`src/logic/mcc_pkg.sv`:
```
/*
  Constants, register map and carrier types of the monitor calibration bank.
  Assumes a byte-indexed map reached over a 32-bit AXI4-Lite slave port.
*/
`default_nettype none
package mcc_pkg;

  // ==========================================================================
  // Bus geometry
  localparam int          ADDR_W    = 12;
  localparam int          DATA_W    = 32;
  localparam int          NUM_SLOTS = 15;

  // ==========================================================================
  // Register indices (byte address is four times the index)
  localparam logic [7:0]  IDX_CONFIG       = 8'h89;
  localparam logic [7:0]  IDX_STARTUP_STEP = 8'h8a;
  localparam logic [7:0]  IDX_MOD_RANGE    = 8'h8b;
  localparam logic [7:0]  IDX_ALT_ADDR     = 8'h8c;
  localparam logic [7:0]  IDX_LOOP_RANGE   = 8'h8d;
  localparam logic [7:0]  IDX_SHIFT_12     = 8'h8e;
  localparam logic [7:0]  IDX_SHIFT_3      = 8'h8f;
  localparam logic [7:0]  IDX_RSVD_A_LO    = 8'h90;
  localparam logic [7:0]  IDX_RSVD_A_HI    = 8'h91;
  localparam logic [7:0]  IDX_VCC_GAIN     = 8'h92;
  localparam logic [7:0]  IDX_MONITOR_INPUT_ONE_GAIN    = 8'h94;
  localparam logic [7:0]  IDX_MONITOR_INPUT_TWO_GAIN    = 8'h96;
  localparam logic [7:0]  IDX_MONITOR_INPUT_THREE_GAIN    = 8'h98;
  localparam logic [7:0]  IDX_RSVD_B_LO    = 8'h9a;
  localparam logic [7:0]  IDX_RSVD_B_HI    = 8'ha1;
  localparam logic [7:0]  IDX_VCC_OFFS     = 8'ha2;
  localparam logic [7:0]  IDX_MONITOR_INPUT_ONE_OFFS    = 8'ha4;
  localparam logic [7:0]  IDX_MONITOR_INPUT_TWO_OFFS    = 8'ha6;
  localparam logic [7:0]  IDX_MONITOR_INPUT_THREE_OFFS    = 8'ha8;

  // ==========================================================================
  // Storage slots
  localparam logic [3:0]  SL_STEP = 4'h0;
  localparam logic [3:0]  SL_MOD  = 4'h1;
  localparam logic [3:0]  SL_ADDR = 4'h2;
  localparam logic [3:0]  SL_LOOP = 4'h3;
  localparam logic [3:0]  SL_SH12 = 4'h4;
  localparam logic [3:0]  SL_SH3  = 4'h5;
  localparam logic [3:0]  SL_GAIN = 4'h6;
  localparam logic [3:0]  SL_OFFS = 4'ha;
  localparam logic [3:0]  SL_CFG  = 4'he;

  localparam logic [7:0]  SLOT_IDX [NUM_SLOTS] = '{
    IDX_STARTUP_STEP, IDX_MOD_RANGE, IDX_ALT_ADDR, IDX_LOOP_RANGE, IDX_SHIFT_12,
    IDX_SHIFT_3, IDX_VCC_GAIN, IDX_MONITOR_INPUT_ONE_GAIN, IDX_MONITOR_INPUT_TWO_GAIN, IDX_MONITOR_INPUT_THREE_GAIN,
    IDX_VCC_OFFS, IDX_MONITOR_INPUT_ONE_OFFS, IDX_MONITOR_INPUT_TWO_OFFS, IDX_MONITOR_INPUT_THREE_OFFS, IDX_CONFIG};

  // Gain words are calibrated in production; value here is arbitrary
  localparam logic [15:0] GAIN_RESET = 16'h8000;

  localparam logic [15:0] SLOT_RST [NUM_SLOTS] = '{
    16'h0000, 16'h0000, 16'h0000, 16'h0000, 16'h0000, 16'h0000,
    GAIN_RESET, GAIN_RESET, GAIN_RESET, GAIN_RESET,
    16'h0000, 16'h0000, 16'h0000, 16'h0000, 16'h0000};

  localparam logic [15:0] SLOT_MASK [NUM_SLOTS] = '{
    16'h00ff, 16'h0007, 16'h00ff, 16'h0007, 16'h0077, 16'h0070,
    16'hffff, 16'hffff, 16'hffff, 16'hffff,
    16'hffff, 16'hffff, 16'hffff, 16'hffff, 16'h0010};

  // ==========================================================================
  // Field positions
  localparam int          ADDRESS_SOURCE_SELECT_BIT      = 4;
  localparam int          SH_HI_LSB     = 4;
  localparam int          SH_LO_LSB     = 0;
  localparam int          OFFS_SIGN_BIT = 15;
  localparam logic [7:0]  MAIN_ADDR     = 8'ha2;

  // ==========================================================================
  // Full-scale fractions in hundredths of a percent
  localparam logic [15:0] MOD_PCT [8] = '{
    16'h2710, 16'h1f45, 16'h1a13, 16'h1395, 16'h0fb0, 16'h0d16, 16'h0b3b, 16'h09d6};
  localparam logic [15:0] LOOP_PCT [8] = '{
    16'h2710, 16'h1f47, 16'h1a17, 16'h139a, 16'h0fb6, 16'h0d1d, 16'h0b42, 16'h09de};

  // ==========================================================================
  // AXI responses and measurement channels
  localparam logic [1:0]  RESP_OKAY   = 2'b00;
  localparam logic [1:0]  RESP_SLVERR = 2'b10;

  typedef enum logic [1:0] {
    MCC_CH_VCC  = 2'b00,
    MCC_CH_MONITOR_INPUT_ONE = 2'b01,
    MCC_CH_MONITOR_INPUT_TWO = 2'b10,
    MCC_CH_MONITOR_INPUT_THREE = 2'b11
  } mcc_chan_e;

  typedef struct packed {
    logic             valid;
    mcc_chan_e        chan;
    logic [15:0]      value;
  } mcc_meas_s;

  typedef struct packed {
    logic [7:0]       startup_step;
    logic [2:0]       modulation_range_code;
    logic [15:0]      modulation_fs_pct;
    logic [2:0]       power_loop_range_code;
    logic [15:0]      power_loop_fs_pct;
    logic [7:0]       serial_address;
    logic [2:0]       shift_monitor_input_one;
    logic [2:0]       shift_monitor_input_two;
    logic [2:0]       shift_monitor_input_three;
  } mcc_cfg_s;

endpackage
`default_nettype wire

```
`src/logic/mcc_monitor_calibration_config.sv`:
```
/*
  Monitor calibration bank: AXI4-Lite register file, range decode, serial
  address select, start-up bias step limiter and measurement correction.
  Assumes the password logic drives pw2 granted on aclk, and that bias and
  measurement inputs are produced on aclk.
*/
// The implementer's own choice: the AXI4-Lite register port.
`timescale 1ns/1ns
`default_nettype none

// Operation
// - During start-up each bias upper-byte change is limited to the step byte.
// - Modulation range byte keeps only bits 2:0; upper bits read zero.
// - Modulation code 000 gives full 1.25 V, down to 25.18 percent at 111.
// - With address select set, serial address is bits 7:1 of address byte.
// - With address select clear, serial address is the fixed A2h.
// - Comparison range bits 2:0 set one full scale for fault and power loop.
// - Comparison code 000 gives full 2.5 V, down to 25.26 percent at 111.
// - Monitor one and two results shift right by bits 6:4 and 2:0.
// - Monitor three result shifts right by bits 6:4 of second shift byte.
// - Supply gain word, high byte first, scales supply measurements.
// - Three monitor gain words scale the three monitor measurements.
// - Supply offset word has sign bits then magnitude weighted 2^15 to 2^2.
// - Each monitor has its own signed offset word in the same format.
// - Bank reads and writes only work while level two access is granted.
// - Bank contents are retained storage, reset only to factory values; here every aresetn reloads SLOT_RST.
module mcc_monitor_calibration_config (
  input  wire logic                         aclk,
  input  wire logic                         aresetn,
  input  wire logic [mcc_pkg::ADDR_W-1:0]   s_axi_awaddr,
  input  wire logic                         s_axi_awvalid,
  output logic                              s_axi_awready,
  input  wire logic [mcc_pkg::DATA_W-1:0]   s_axi_wdata,
  input  wire logic [3:0]                   s_axi_wstrb,
  input  wire logic                         s_axi_wvalid,
  output logic                              s_axi_wready,
  output logic [1:0]                        s_axi_bresp,
  output logic                              s_axi_bvalid,
  input  wire logic                         s_axi_bready,
  input  wire logic [mcc_pkg::ADDR_W-1:0]   s_axi_araddr,
  input  wire logic                         s_axi_arvalid,
  output logic                              s_axi_arready,
  output logic [mcc_pkg::DATA_W-1:0]        s_axi_rdata,
  output logic [1:0]                        s_axi_rresp,
  output logic                              s_axi_rvalid,
  input  wire logic                         s_axi_rready,
  input  wire logic                         password_level_two,
  input  wire logic                         startup_active,
  input  wire logic [7:0]                   bias_target_upper,
  output logic [7:0]                        bias_current_output,
  input  wire mcc_pkg::mcc_meas_s           meas_in,
  output mcc_pkg::mcc_meas_s                meas_out,
  output mcc_pkg::mcc_cfg_s                 cfg_out
);
  import mcc_pkg::*;

  // ==========================================================================
  // Storage and bus state
  logic [15:0]        slot_reg  [NUM_SLOTS];
  logic [15:0]        slot_next [NUM_SLOTS];
  logic               aw_full_reg;
  logic               aw_full_next;
  logic               w_full_reg;
  logic               w_full_next;
  logic [ADDR_W-1:0]  awaddr_reg;
  logic [ADDR_W-1:0]  awaddr_next;
  logic [15:0]        wdata_reg;
  logic [15:0]        wdata_next;
  logic [1:0]         wstrb_reg;
  logic [1:0]         wstrb_next;
  logic               awready_reg;
  logic               awready_next;
  logic               wready_reg;
  logic               wready_next;
  logic               bvalid_reg;
  logic               bvalid_next;
  logic [1:0]         bresp_reg;
  logic [1:0]         bresp_next;
  logic               arready_reg;
  logic               arready_next;
  logic               rvalid_reg;
  logic               rvalid_next;
  logic [1:0]         rresp_reg;
  logic [1:0]         rresp_next;
  logic [DATA_W-1:0]  rdata_reg;
  logic [DATA_W-1:0]  rdata_next;

  logic               wr_fire;
  logic               wr_hit;
  logic               wr_rsvd;
  logic [7:0]         wr_idx;
  logic [15:0]        lane_mask;

  logic               rd_hit;
  logic               rd_rsvd;
  logic [7:0]         rd_idx;
  logic [15:0]        rd_val;

  function automatic logic is_reserved(input logic [ADDR_W-1:0] a);
    logic [7:0] i;
    i = a[9:2];
    is_reserved = (a[ADDR_W-1:10] == '0) &&
                  (((i >= IDX_RSVD_A_LO) && (i <= IDX_RSVD_A_HI)) ||
                   ((i >= IDX_RSVD_B_LO) && (i <= IDX_RSVD_B_HI)));
  endfunction

  // ==========================================================================
  // Write channel
  always_comb begin
    aw_full_next = aw_full_reg;
    w_full_next  = w_full_reg;
    awaddr_next  = awaddr_reg;
    wdata_next   = wdata_reg;
    wstrb_next   = wstrb_reg;
    bvalid_next  = bvalid_reg;
    bresp_next   = bresp_reg;
    wr_idx       = awaddr_reg[9:2];
    wr_hit       = 1'b0;
    for (int i = 0; i < NUM_SLOTS; i++) begin
      if ((awaddr_reg[ADDR_W-1:10] == '0) && (wr_idx == SLOT_IDX[i])) begin
        wr_hit = 1'b1;
      end
    end
    wr_rsvd = is_reserved(awaddr_reg);
    // One response outstanding at most
    wr_fire = aw_full_reg && w_full_reg && !bvalid_reg;
    if (s_axi_bvalid && s_axi_bready) begin
      bvalid_next = 1'b0;
    end
    // Address and data may arrive in either order
    if (s_axi_awvalid && awready_reg) begin
      aw_full_next = 1'b1;
      awaddr_next  = s_axi_awaddr;
    end
    if (s_axi_wvalid && wready_reg) begin
      w_full_next = 1'b1;
      wdata_next  = s_axi_wdata[15:0];
      wstrb_next  = s_axi_wstrb[1:0];
    end
    if (wr_fire) begin
      aw_full_next = 1'b0;
      w_full_next  = 1'b0;
      bvalid_next  = 1'b1;
      bresp_next   = (password_level_two && (wr_hit || wr_rsvd)) ? RESP_OKAY : RESP_SLVERR;
    end
    awready_next = !aw_full_next;
    wready_next  = !w_full_next;
    lane_mask    = {{8{wstrb_reg[1]}}, {8{wstrb_reg[0]}}};
  end

  generate
    for (genvar g = 0; g < NUM_SLOTS; g++) begin : g_slot
      assign slot_next[g] =
        (wr_fire && password_level_two && (awaddr_reg[ADDR_W-1:10] == '0) &&
         (wr_idx == SLOT_IDX[g])) ?
        (((slot_reg[g] & ~lane_mask) | (wdata_reg & lane_mask)) & SLOT_MASK[g]) :
        slot_reg[g];
    end
  endgenerate

  // ==========================================================================
  // Read channel
  always_comb begin
    rd_idx = s_axi_araddr[9:2];
    rd_hit = 1'b0;
    rd_val = 16'h0000;
    for (int i = 0; i < NUM_SLOTS; i++) begin
      if ((s_axi_araddr[ADDR_W-1:10] == '0) && (rd_idx == SLOT_IDX[i])) begin
        rd_hit = 1'b1;
        rd_val = slot_reg[i];
      end
    end
    rd_rsvd     = is_reserved(s_axi_araddr);
    rvalid_next = rvalid_reg;
    rresp_next  = rresp_reg;
    rdata_next  = rdata_reg;
    if (s_axi_rvalid && s_axi_rready) begin
      rvalid_next = 1'b0;
    end
    if (s_axi_arvalid && arready_reg) begin
      rvalid_next = 1'b1;
      if (password_level_two && (rd_hit || rd_rsvd)) begin
        rresp_next = RESP_OKAY;
        rdata_next = {16'h0000, rd_val};
      end else begin
        rresp_next = RESP_SLVERR;
        rdata_next = '0;
      end
    end
    // New address only once the answer is taken
    arready_next = !rvalid_next;
  end

  always_ff @(posedge aclk) begin
    if (!aresetn) begin
      for (int i = 0; i < NUM_SLOTS; i++) begin
        slot_reg[i] <= SLOT_RST[i];
      end
      aw_full_reg <= 1'b0;
      w_full_reg  <= 1'b0;
      awaddr_reg  <= '0;
      wdata_reg   <= 16'h0000;
      wstrb_reg   <= 2'b00;
      awready_reg <= 1'b0;
      wready_reg  <= 1'b0;
      bvalid_reg  <= 1'b0;
      bresp_reg   <= RESP_OKAY;
      arready_reg <= 1'b0;
      rvalid_reg  <= 1'b0;
      rresp_reg   <= RESP_OKAY;
      rdata_reg   <= '0;
    end else begin
      for (int i = 0; i < NUM_SLOTS; i++) begin
        slot_reg[i] <= slot_next[i];
      end
      aw_full_reg <= aw_full_next;
      w_full_reg  <= w_full_next;
      awaddr_reg  <= awaddr_next;
      wdata_reg   <= wdata_next;
      wstrb_reg   <= wstrb_next;
      awready_reg <= awready_next;
      wready_reg  <= wready_next;
      bvalid_reg  <= bvalid_next;
      bresp_reg   <= bresp_next;
      arready_reg <= arready_next;
      rvalid_reg  <= rvalid_next;
      rresp_reg   <= rresp_next;
      rdata_reg   <= rdata_next;
    end
  end

  assign s_axi_awready = awready_reg;
  assign s_axi_wready  = wready_reg;
  assign s_axi_bvalid  = bvalid_reg;
  assign s_axi_bresp   = bresp_reg;
  assign s_axi_arready = arready_reg;
  assign s_axi_rvalid  = rvalid_reg;
  assign s_axi_rresp   = rresp_reg;
  assign s_axi_rdata   = rdata_reg;

  // ==========================================================================
  // Configuration view
  mcc_cfg_s           cfg_reg;
  mcc_cfg_s           cfg_next;

  always_comb begin
    cfg_next.startup_step          = slot_reg[SL_STEP][7:0];
    cfg_next.modulation_range_code = slot_reg[SL_MOD][2:0];
    cfg_next.modulation_fs_pct     = MOD_PCT[slot_reg[SL_MOD][2:0]];
    cfg_next.power_loop_range_code = slot_reg[SL_LOOP][2:0];
    cfg_next.power_loop_fs_pct     = LOOP_PCT[slot_reg[SL_LOOP][2:0]];
    // fixed address default
    // Serial address in 8-bit form, bit 0 clear
    if (slot_reg[SL_CFG][ADDRESS_SOURCE_SELECT_BIT]) begin
      cfg_next.serial_address = {slot_reg[SL_ADDR][7:1], 1'b0};
    end else begin
      cfg_next.serial_address = MAIN_ADDR;
    end
    cfg_next.shift_monitor_input_one = slot_reg[SL_SH12][SH_HI_LSB +: 3];
    cfg_next.shift_monitor_input_two = slot_reg[SL_SH12][SH_LO_LSB +: 3];
    cfg_next.shift_monitor_input_three = slot_reg[SL_SH3][SH_HI_LSB +: 3];
  end

  always_ff @(posedge aclk) begin
    if (!aresetn) begin
      cfg_reg <= '0;
    end else begin
      cfg_reg <= cfg_next;
    end
  end

  assign cfg_out = cfg_reg;

  // ==========================================================================
  // Start-up bias step limiter
  logic [7:0]         bias_reg;
  logic [7:0]         bias_next;
  logic [7:0]         bias_diff;

  always_comb begin
    // Outside start-up the target passes straight
    bias_next = bias_target_upper;
    bias_diff = 8'h00;
    if (startup_active) begin
      if (bias_target_upper > bias_reg) begin
        bias_diff = bias_target_upper - bias_reg;
        bias_next = (bias_diff > cfg_reg.startup_step) ?
                    8'(bias_reg + cfg_reg.startup_step) : bias_target_upper;
      end else begin
        bias_diff = bias_reg - bias_target_upper;
        bias_next = (bias_diff > cfg_reg.startup_step) ?
                    8'(bias_reg - cfg_reg.startup_step) : bias_target_upper;
      end
    end
  end

  always_ff @(posedge aclk) begin
    if (!aresetn) begin
      bias_reg <= 8'h00;
    end else begin
      bias_reg <= bias_next;
    end
  end

  assign bias_current_output = bias_reg;

  // ==========================================================================
  // Measurement gain, offset and shift
  mcc_meas_s          meas_reg;
  mcc_meas_s          meas_next;
  logic [31:0]        product;
  logic [15:0]        gain_sel;
  logic [15:0]        offs_sel;
  logic [15:0]        offs_mag;
  logic [16:0]        sum;
  logic [15:0]        corrected;
  logic [2:0]         shift_sel;

  always_comb begin
    gain_sel = slot_reg[SL_GAIN + 4'(meas_in.chan)];
    offs_sel = slot_reg[SL_OFFS + 4'(meas_in.chan)];
    offs_mag = {offs_sel[13:0], 2'b00};
    product  = meas_in.value * gain_sel;
    // Offset saturates at both ends of the range
    if (offs_sel[OFFS_SIGN_BIT]) begin
      sum       = {1'b0, product[31:16]} - {1'b0, offs_mag};
      corrected = sum[16] ? 16'h0000 : sum[15:0];
    end else begin
      sum       = {1'b0, product[31:16]} + {1'b0, offs_mag};
      corrected = sum[16] ? 16'hffff : sum[15:0];
    end
    case (meas_in.chan)
      MCC_CH_MONITOR_INPUT_ONE: shift_sel = cfg_reg.shift_monitor_input_one;
      MCC_CH_MONITOR_INPUT_TWO: shift_sel = cfg_reg.shift_monitor_input_two;
      MCC_CH_MONITOR_INPUT_THREE: shift_sel = cfg_reg.shift_monitor_input_three;
      default:     shift_sel = 3'h0;
    endcase
    meas_next.valid = meas_in.valid;
    meas_next.chan  = meas_in.chan;
    meas_next.value = corrected >> shift_sel;
  end

  always_ff @(posedge aclk) begin
    if (!aresetn) begin
      meas_reg <= '0;
    end else begin
      meas_reg <= meas_next;
    end
  end

  assign meas_out = meas_reg;

endmodule
`default_nettype wire

```
`config.mk`:
```
export PLATFORM = sky130hd
export DESIGN_NAME = mcc_monitor_calibration_config
export DESIGN_NICKNAME = d
export VERILOG_FILES = /design/src/logic/mcc_pkg.sv /design/src/logic/mcc_monitor_calibration_config.sv
export SDC_FILE = /design/constraint.sdc
export NUM_CORES = 1
export LEC_CHECK = 0
export BUFFER_PORTS_ARGS = -buffer_cell sky130_fd_sc_hd__buf_2
export CAP_MARGIN = 15
export CORE_MARGIN = 10
export CORE_UTILIZATION = 58
export DETAILED_ROUTE_END_ITERATION = 8
export MAX_ROUTING_LAYER = met4
export PLACE_DENSITY = 0.78
export SKIP_LAST_GASP = 1
export SLEW_MARGIN = 0
export SYNTH_ARGS = -nofsm -noshare
export SYNTH_HDL_FRONTEND = slang
export SYNTH_SLANG_ARGS = --single-unit
```
`constraint.sdc`:
```
create_clock -name aclk -period 23.6 [get_ports aclk]
set_clock_uncertainty 0.2 [all_clocks]
set_input_delay 3.54 -clock aclk [delete_from_list [all_inputs] [get_ports aclk]]
set_output_delay 3.54 -clock aclk [all_outputs]
set_load 0.02 [all_outputs]
```
* After elaboration in Yosys (flattened, before gate mapping)
Memories as Yosys holds them, arrays and structs flattened. A register that Yosys moved wholly into a read port is not among the register bits.
Cells that the tools add are included.
** Word-level totals
- Flip-flop bits (word level) :: 114
- Bits in writable memories :: 240
- Bits in read-only memories :: 256
- Input port bits :: 96
- Output and inout port bits :: 131
- Word-level logic and storage cells :: 303
- Memories :: 3
** Operators by class
- Add/subtract/negate cells :: 8
- $mul :: 1
- Magnitude comparators :: 11
- Equal/unequal tests :: 33
- Shift operators :: 1
- Muxes and demuxes :: 97
- Bitwise gates (word level) :: 49
- Reduce and logical (&&, ||, !) cells :: 79
** Memories
- slot_reg :: words 15, bits a word 16, rd ports 20, clocked after Yosys merged registers in 3, write ports 15, RTL line mcc_monitor_calibration_config.sv:59 : logic [15:0] slot_reg [NUM_SLOTS];
- (name not given) :: words 8, bits a word 16, rd ports 1, clocked after Yosys merged registers in 1, write ports 0, RTL line mcc_monitor_calibration_config.sv:249 : cfg_next.modulation_fs_pct = MOD_PCT[slot_reg[SL_MOD][2:0]];
- (name not given) :: words 8, bits a word 16, rd ports 1, clocked after Yosys merged registers in 1, write ports 0, RTL line mcc_monitor_calibration_config.sv:251 : cfg_next.power_loop_fs_pct = LOOP_PCT[slot_reg[SL_LOOP][2:0]];
** Operator list (number)
- 16-bit 2-to-1 mux :: 49
- 8-bit equality test, second input constant :: 30
- 16-bit bitwise AND :: 9
- 16-bit bitwise OR :: 8
- 1-bit logical AND :: 62
- 1-bit 2-to-1 mux :: 40
- 8-bit 2-to-1 mux :: 5
- 8-bit >= comparator, second input constant :: 4
- 8-bit <= comparator, second input constant :: 4
- 16-bit by 16-bit multiplier with 32-bit output :: 1
- 8-bit > comparator :: 3
- 8-bit subtractor :: 3
- 16-bit by 16-bit adder with 17-bit output :: 1
- 16-bit by 16-bit subtractor with 17-bit output :: 1
- 8-bit bitwise AND :: 2
- 16-bit inverter :: 1
- 8-bit bitwise OR :: 2
- 16-bit by 3-bit >> shifter with 16-bit output :: 1
- 1-bit bitwise OR :: 15
- 7-bit bitwise AND :: 2
- 7-bit bitwise OR :: 2
- 1-bit zero test :: 9
- 3-bit one-hot mux with 3 select lines :: 1
- 8-bit adder :: 1
- 14 further kinds :: 23

* Logic depth before layout (Yosys ltp)
- Depth after elaboration :: 20
- Depth in mapped cells :: 41
- Depth with buffers taken out :: 37

* Least setup slack after synthesis
Ideal clock, no wire load.
- Kind :: input to register
- From :: in meas_in[16] (netlist bit)
- To :: reg meas_reg, in the netlist meas_out[8]
- Setup time :: 0.088 ns
- Data arrival time :: 12.633 ns
- Required time :: 23.312 ns
- Slack :: 10.679 ns
- Stages on the path :: 36
- Buffers on the path :: 5
- Cells stage by stage :: buf_2 buf_2 buf_1 mux4_2 clkbuf_1 nand2_1 fa_1 fa_1 fa_1 inv_1 fa_1 fa_1 inv_1 fa_1 inv_1 ha_1 and4_1 a2111oi_0 nor2_1 o22ai_1 o31ai_2 a21o_1 a21o_1 a21oi_1 xnor2_1 ha_1 o211ai_2 a2111oi_4 a2111oi_2 or3_1 buf_2 or2_0 a32o_1 a22oi_2 nor2_1 o32ai_2
** On the way
- Longest elaborated chain between the ends :: 7
- Elaborated cells between the ends (all ways) :: 14
- Classes of those cells :: add/sub (4); mul (1); eq/ne (3); shift (1); mux (4); memory (1)
** Ends and longest elaborated chain
- start, declared :: RTL line mcc_monitor_calibration_config.sv:51 : input wire mcc_pkg::mcc_meas_s meas_in,
- 3-bit by 2-bit adder with 4-bit output :: RTL line mcc_monitor_calibration_config.sv:320 : gain_sel = slot_reg[SL_GAIN + 4'(meas_in.chan)];
- memory read 15 x 16 bit
- 16-bit by 16-bit multiplier with 32-bit output :: RTL line mcc_monitor_calibration_config.sv:323 : product = meas_in.value * gain_sel;
- 16-bit by 16-bit adder with 17-bit output / 16-bit by 16-bit subtractor with 17-bit output (equally long branches) :: RTL line mcc_monitor_calibration_config.sv:329, mcc_monitor_calibration_config.sv:326
- 16-bit 2-to-1 mux, on equally long branches :: RTL line mcc_monitor_calibration_config.sv:330, mcc_monitor_calibration_config.sv:327
- 16-bit 2-to-1 mux :: RTL line mcc_monitor_calibration_config.sv:325 : if (offs_sel[OFFS_SIGN_BIT]) begin
- 16-bit by 3-bit >> shifter with 16-bit output * :: RTL line mcc_monitor_calibration_config.sv:340 : meas_next.value = corrected >> shift_sel;
- end signal, assigned :: RTL line mcc_monitor_calibration_config.sv:347 : meas_reg <= meas_next;
- end, declared :: RTL line mcc_monitor_calibration_config.sv:309 : mcc_meas_s meas_reg;
Every way passes the cells marked *; elsewhere a longest branch is shown, timed or not.
A chain may end at the register's enable or synchronous reset.

* Worst setup path in the final report
Same ends and word-level chain as after synthesis.

==> impl_metrics.tcl <==
set metrics [dict create \
    syn_avg_cell_area_um2 8.761 \
    synth_compound_area_share_pct 13.54 \
    fillCellCount 3375 \
    critPathArrivalTime_ns 13.99 \
    fin_setup_tns_ns 0 \
    final_design_area_no_fill_um2 26080 \
    pwr-share-comb_pct 34.4 \
    drive_gt1_share_pct 10.83 \
    synthAdderAreaFrac_pct 26.20 \
    pre_cts_slack_ns 9.405 \
    grt_usage_pct 27.68 \
    synth-xor-area-share_pct 1.205 \
    hold_path_class "reg -> reg" \
    dpl-instance-area_um2 25060 \
    final_cell_mix "inv_1, dfxtp_1, nor2_1" \
    cts_tree "done" \
    timing.final.crit_share_pct 58.28 \
    status "completed" \
    port_buffers 181 \
    gp_congestion 0.9442 \
    grt_pass1_vias 20805 \
    worst_path_max_delay_cell "mux4_2" \
    drv_cap 0 \
    drt-total-wl_um 68750 \
    ys_types 87 \
    p_leak_uw 0.01138 \
    area_delta_synth_final_pct 8.706 \
    synth_ff_type "dfxtp_1" \
    initial_core_util_pct 58.75 \
    die-width_um 223.4 \
    finalHoldViolCount 0 \
    hold_path_startpoint "awaddr_reg[11]$_SDFFE_PN0P_" \
    cts.clk_slew.worst_paths_ns 0.06 \
    setup_viol 0 \
    dp.final_hpwl_um 50840 \
    grt_max_degree 103 \
    synth_mux_area_share_pct 9.222 \
    worst_slack_ns 9.846 \
    pin_count 227 \
    worst_r2r_path_depth 37 \
    syn-cell-area_um2 23990 \
    sw_frac_of_total_pct 35.37 \
    slew_violations 0 \
    p_int_uw 1012 \
    cts_made_buffers 30 \
    p_clk_share_pct 31.1 \
    reg2reg_slack_ns 13.24 \
    cts_buffer_depth 3 \
    end_kind "flip-flop" \
    antenna_found_initial 5 \
    ctsResizeCount 0 \
    grt.overflow.total 0 \
    max_stage_delay_ns 0.84 \
    p_sw_uw 553.7 \
    required_ns 23.84 \
    ys_seq_area_share_pct 24.79 \
    routedWlPerCell_um 20.33 \
    drcViolationCount 0 \
    post_cts_buffers 0 \
    synthTopCellsByArea "dfxtp_1, fa_1, ha_1, mux2i_1, inv_1" \
    yosysTopAreaCell "dfxtp_1" \
    layout_min_cycle_time_ns 13.75 \
    grt_setup_unrepaired "false" \
    ys_ff_latch 297 \
    vias 20350 \
    grt_pass1_wl_um 110600 \
    ys_async_sr_fraction_pct 0 \
    reg2reg_to "meas_out[8]$_SDFF_PN0_" \
    die_area_um2 49890 \
    syn_inst 2738 \
    cts_max_level 1 \
    seq_power_share_pct 34.5 \
    synth_edf_count 0 \
    ys_warn_count 0 \
    p_per_area_nw_per_um2 60.04 \
    firstDrtPassIters 6 \
    clkSinkCount 297 \
    synth_top_area_share_pct 24.79 \
    worst_hold_path.endpoint "awaddr_reg[11]$_SDFFE_PN0P_" \
    layout.nets 3300 \
    synth_top_family_by_area "adder cells" \
    die_h_um 223.4 \
    ir_drop_mv 0.05760 \
    hold_buffers 0 \
    drt.antenna.violating_nets 0 \
    worstSetupPathType "in -> reg" \
    synth_simple_gate_area_share_pct 17.32 \
    vias_per_cell 6.017 \
    holdPathStages 2 \
    core_um2 40830 \
    fmax_ghz 0.07270 \
    path_max_fanout 54 \
    insertion_delay_ns 0.58 \
    cp-start-kind "input port" \
    rows 74 \
    worst_path_most_repeated_cell "fa_1" \
    clockRootBuffer "clkbuf_16" \
    worst_pin_slew_ns 1.288 \
    maxSlewHeadroom_pct 13.85 \
    drt_iter0_drc 1929 \
]
==> critical path, delay by kind of cell <==
family          cells  cell delay, ns
mux                 2            0.99
buf+inv             6            0.91
xor+xnor            1            0.21
compound gates     13            3.63
simple gates        4            0.88
fa+ha+maj           8            3.71
==> worst max path at each step <==
stage                 from  depth (start not counted)  slack [ns]                      to
2_1_floorplan  meas_in[16]                         36       10.68  meas_out[8]$_SDFF_PN0_
3_3_place_gp   meas_in[16]                         36        9.53  meas_out[4]$_SDFF_PN0_
3_5_place_dp   meas_in[16]                         34        9.41  meas_out[8]$_SDFF_PN0_
4_1_cts        meas_in[16]                         36        9.97  meas_out[8]$_SDFF_PN0_
5_1_grt        meas_in[16]                         36        9.33  meas_out[8]$_SDFF_PN0_
6_report       meas_in[16]                         34        9.85  meas_out[8]$_SDFF_PN0_
==> layer usage <==
| metal | wire, um | GRT usage (%) | vias up |
|---|---|---|---|
| met5 | 0 | - | - |
| met4 | 2670 | 10.90 | 0 |
| met3 | 4987 | 3.282 | 199 |
| met2 | 33520 | 46.10 | 919 |
| met1 | 27580 | 33.71 | 9922 |
| li1 | - | - | 9310 |
==> synthesized netlist by cell type (all sizes together), types with 6 or more instances <==
cell type    n
and2       143
mux2         8
o31ai        8
a211oi      16
xnor2       19
o311ai      10
nor3        35
inv        298
nand2      267
nand4       18
o21a        12
and3        16
o32ai       12
a22oi       63
ha         184
nor2b       30
or2          8
mux2i      167
clkbuf     127
a21o        33
a21oi      121
fa         199
mux4        20
nor2       292
buf         41
nand2b      16
nand3b       6
or3         14
a221oi       8
xor2        14
o21ai       69
o22ai       17
o211ai       9
a31oi       11
nand3       32
o21bai      11
dfxtp      297
a22o         6
==> cell type report <==
| class | count | area (um2) | area share (%) |
|---|---|---|---|
| Antenna cell | 5 | 12.51 | 0.04798 |
| Timing Repair Buffer | 197 | 1026 | 3.935 |
| Tap cell | 532 | 665.6 | 2.553 |
| Clock inverter | 15 | 172.7 | 0.6622 |
| Clock buffer | 41 | 832.0 | 3.191 |
| Inverter | 298 | 1124 | 4.309 |
| Multi-Input combinational cell | 1997 | 16300 | 62.50 |
| Sequential cell | 297 | 5946 | 22.80 |
==> logic make-up (layout without fill, tap and decap cells) <==
kind of cell / Yosys count / in the layout
adders and majority gates: 383 / 383
and+or+nand+nor: 893 / 893
xor gates and xnor gates: 33 / 33
muxes: 195 / 195
AOI/OAI and AO/OA: 470 / 470
buffers and inverters: 466 / 551
other: 1 / 28
DFF: 297 / 297
==> stage by stage <==
step,instances,total power [uW],hold WS (ns),util (%)
4_1_cts,3377,1564,0.2559,63.83
2_1_floorplan,2760,948.8,0.2214,-
3_5_place_dp,3321,1081,0.2473,61.37
6_report,3382,1566,0.2561,63.86
5_1_grt,3382,1655,0.2697,63.86
3_3_place_gp,3321,1067,0.2408,61.37
==> power by group through the flow <==
stage               Clock (uW)  Combinational, uW  Sequential [uW]
floorplan                    0                389              560
global placement             0                518              549
detailed placement           0                531              551
CTS                        490                534              540
global route               512                601              542
finish                     487                538              540
Note: power is estimated with default switching activity, not from simulation.
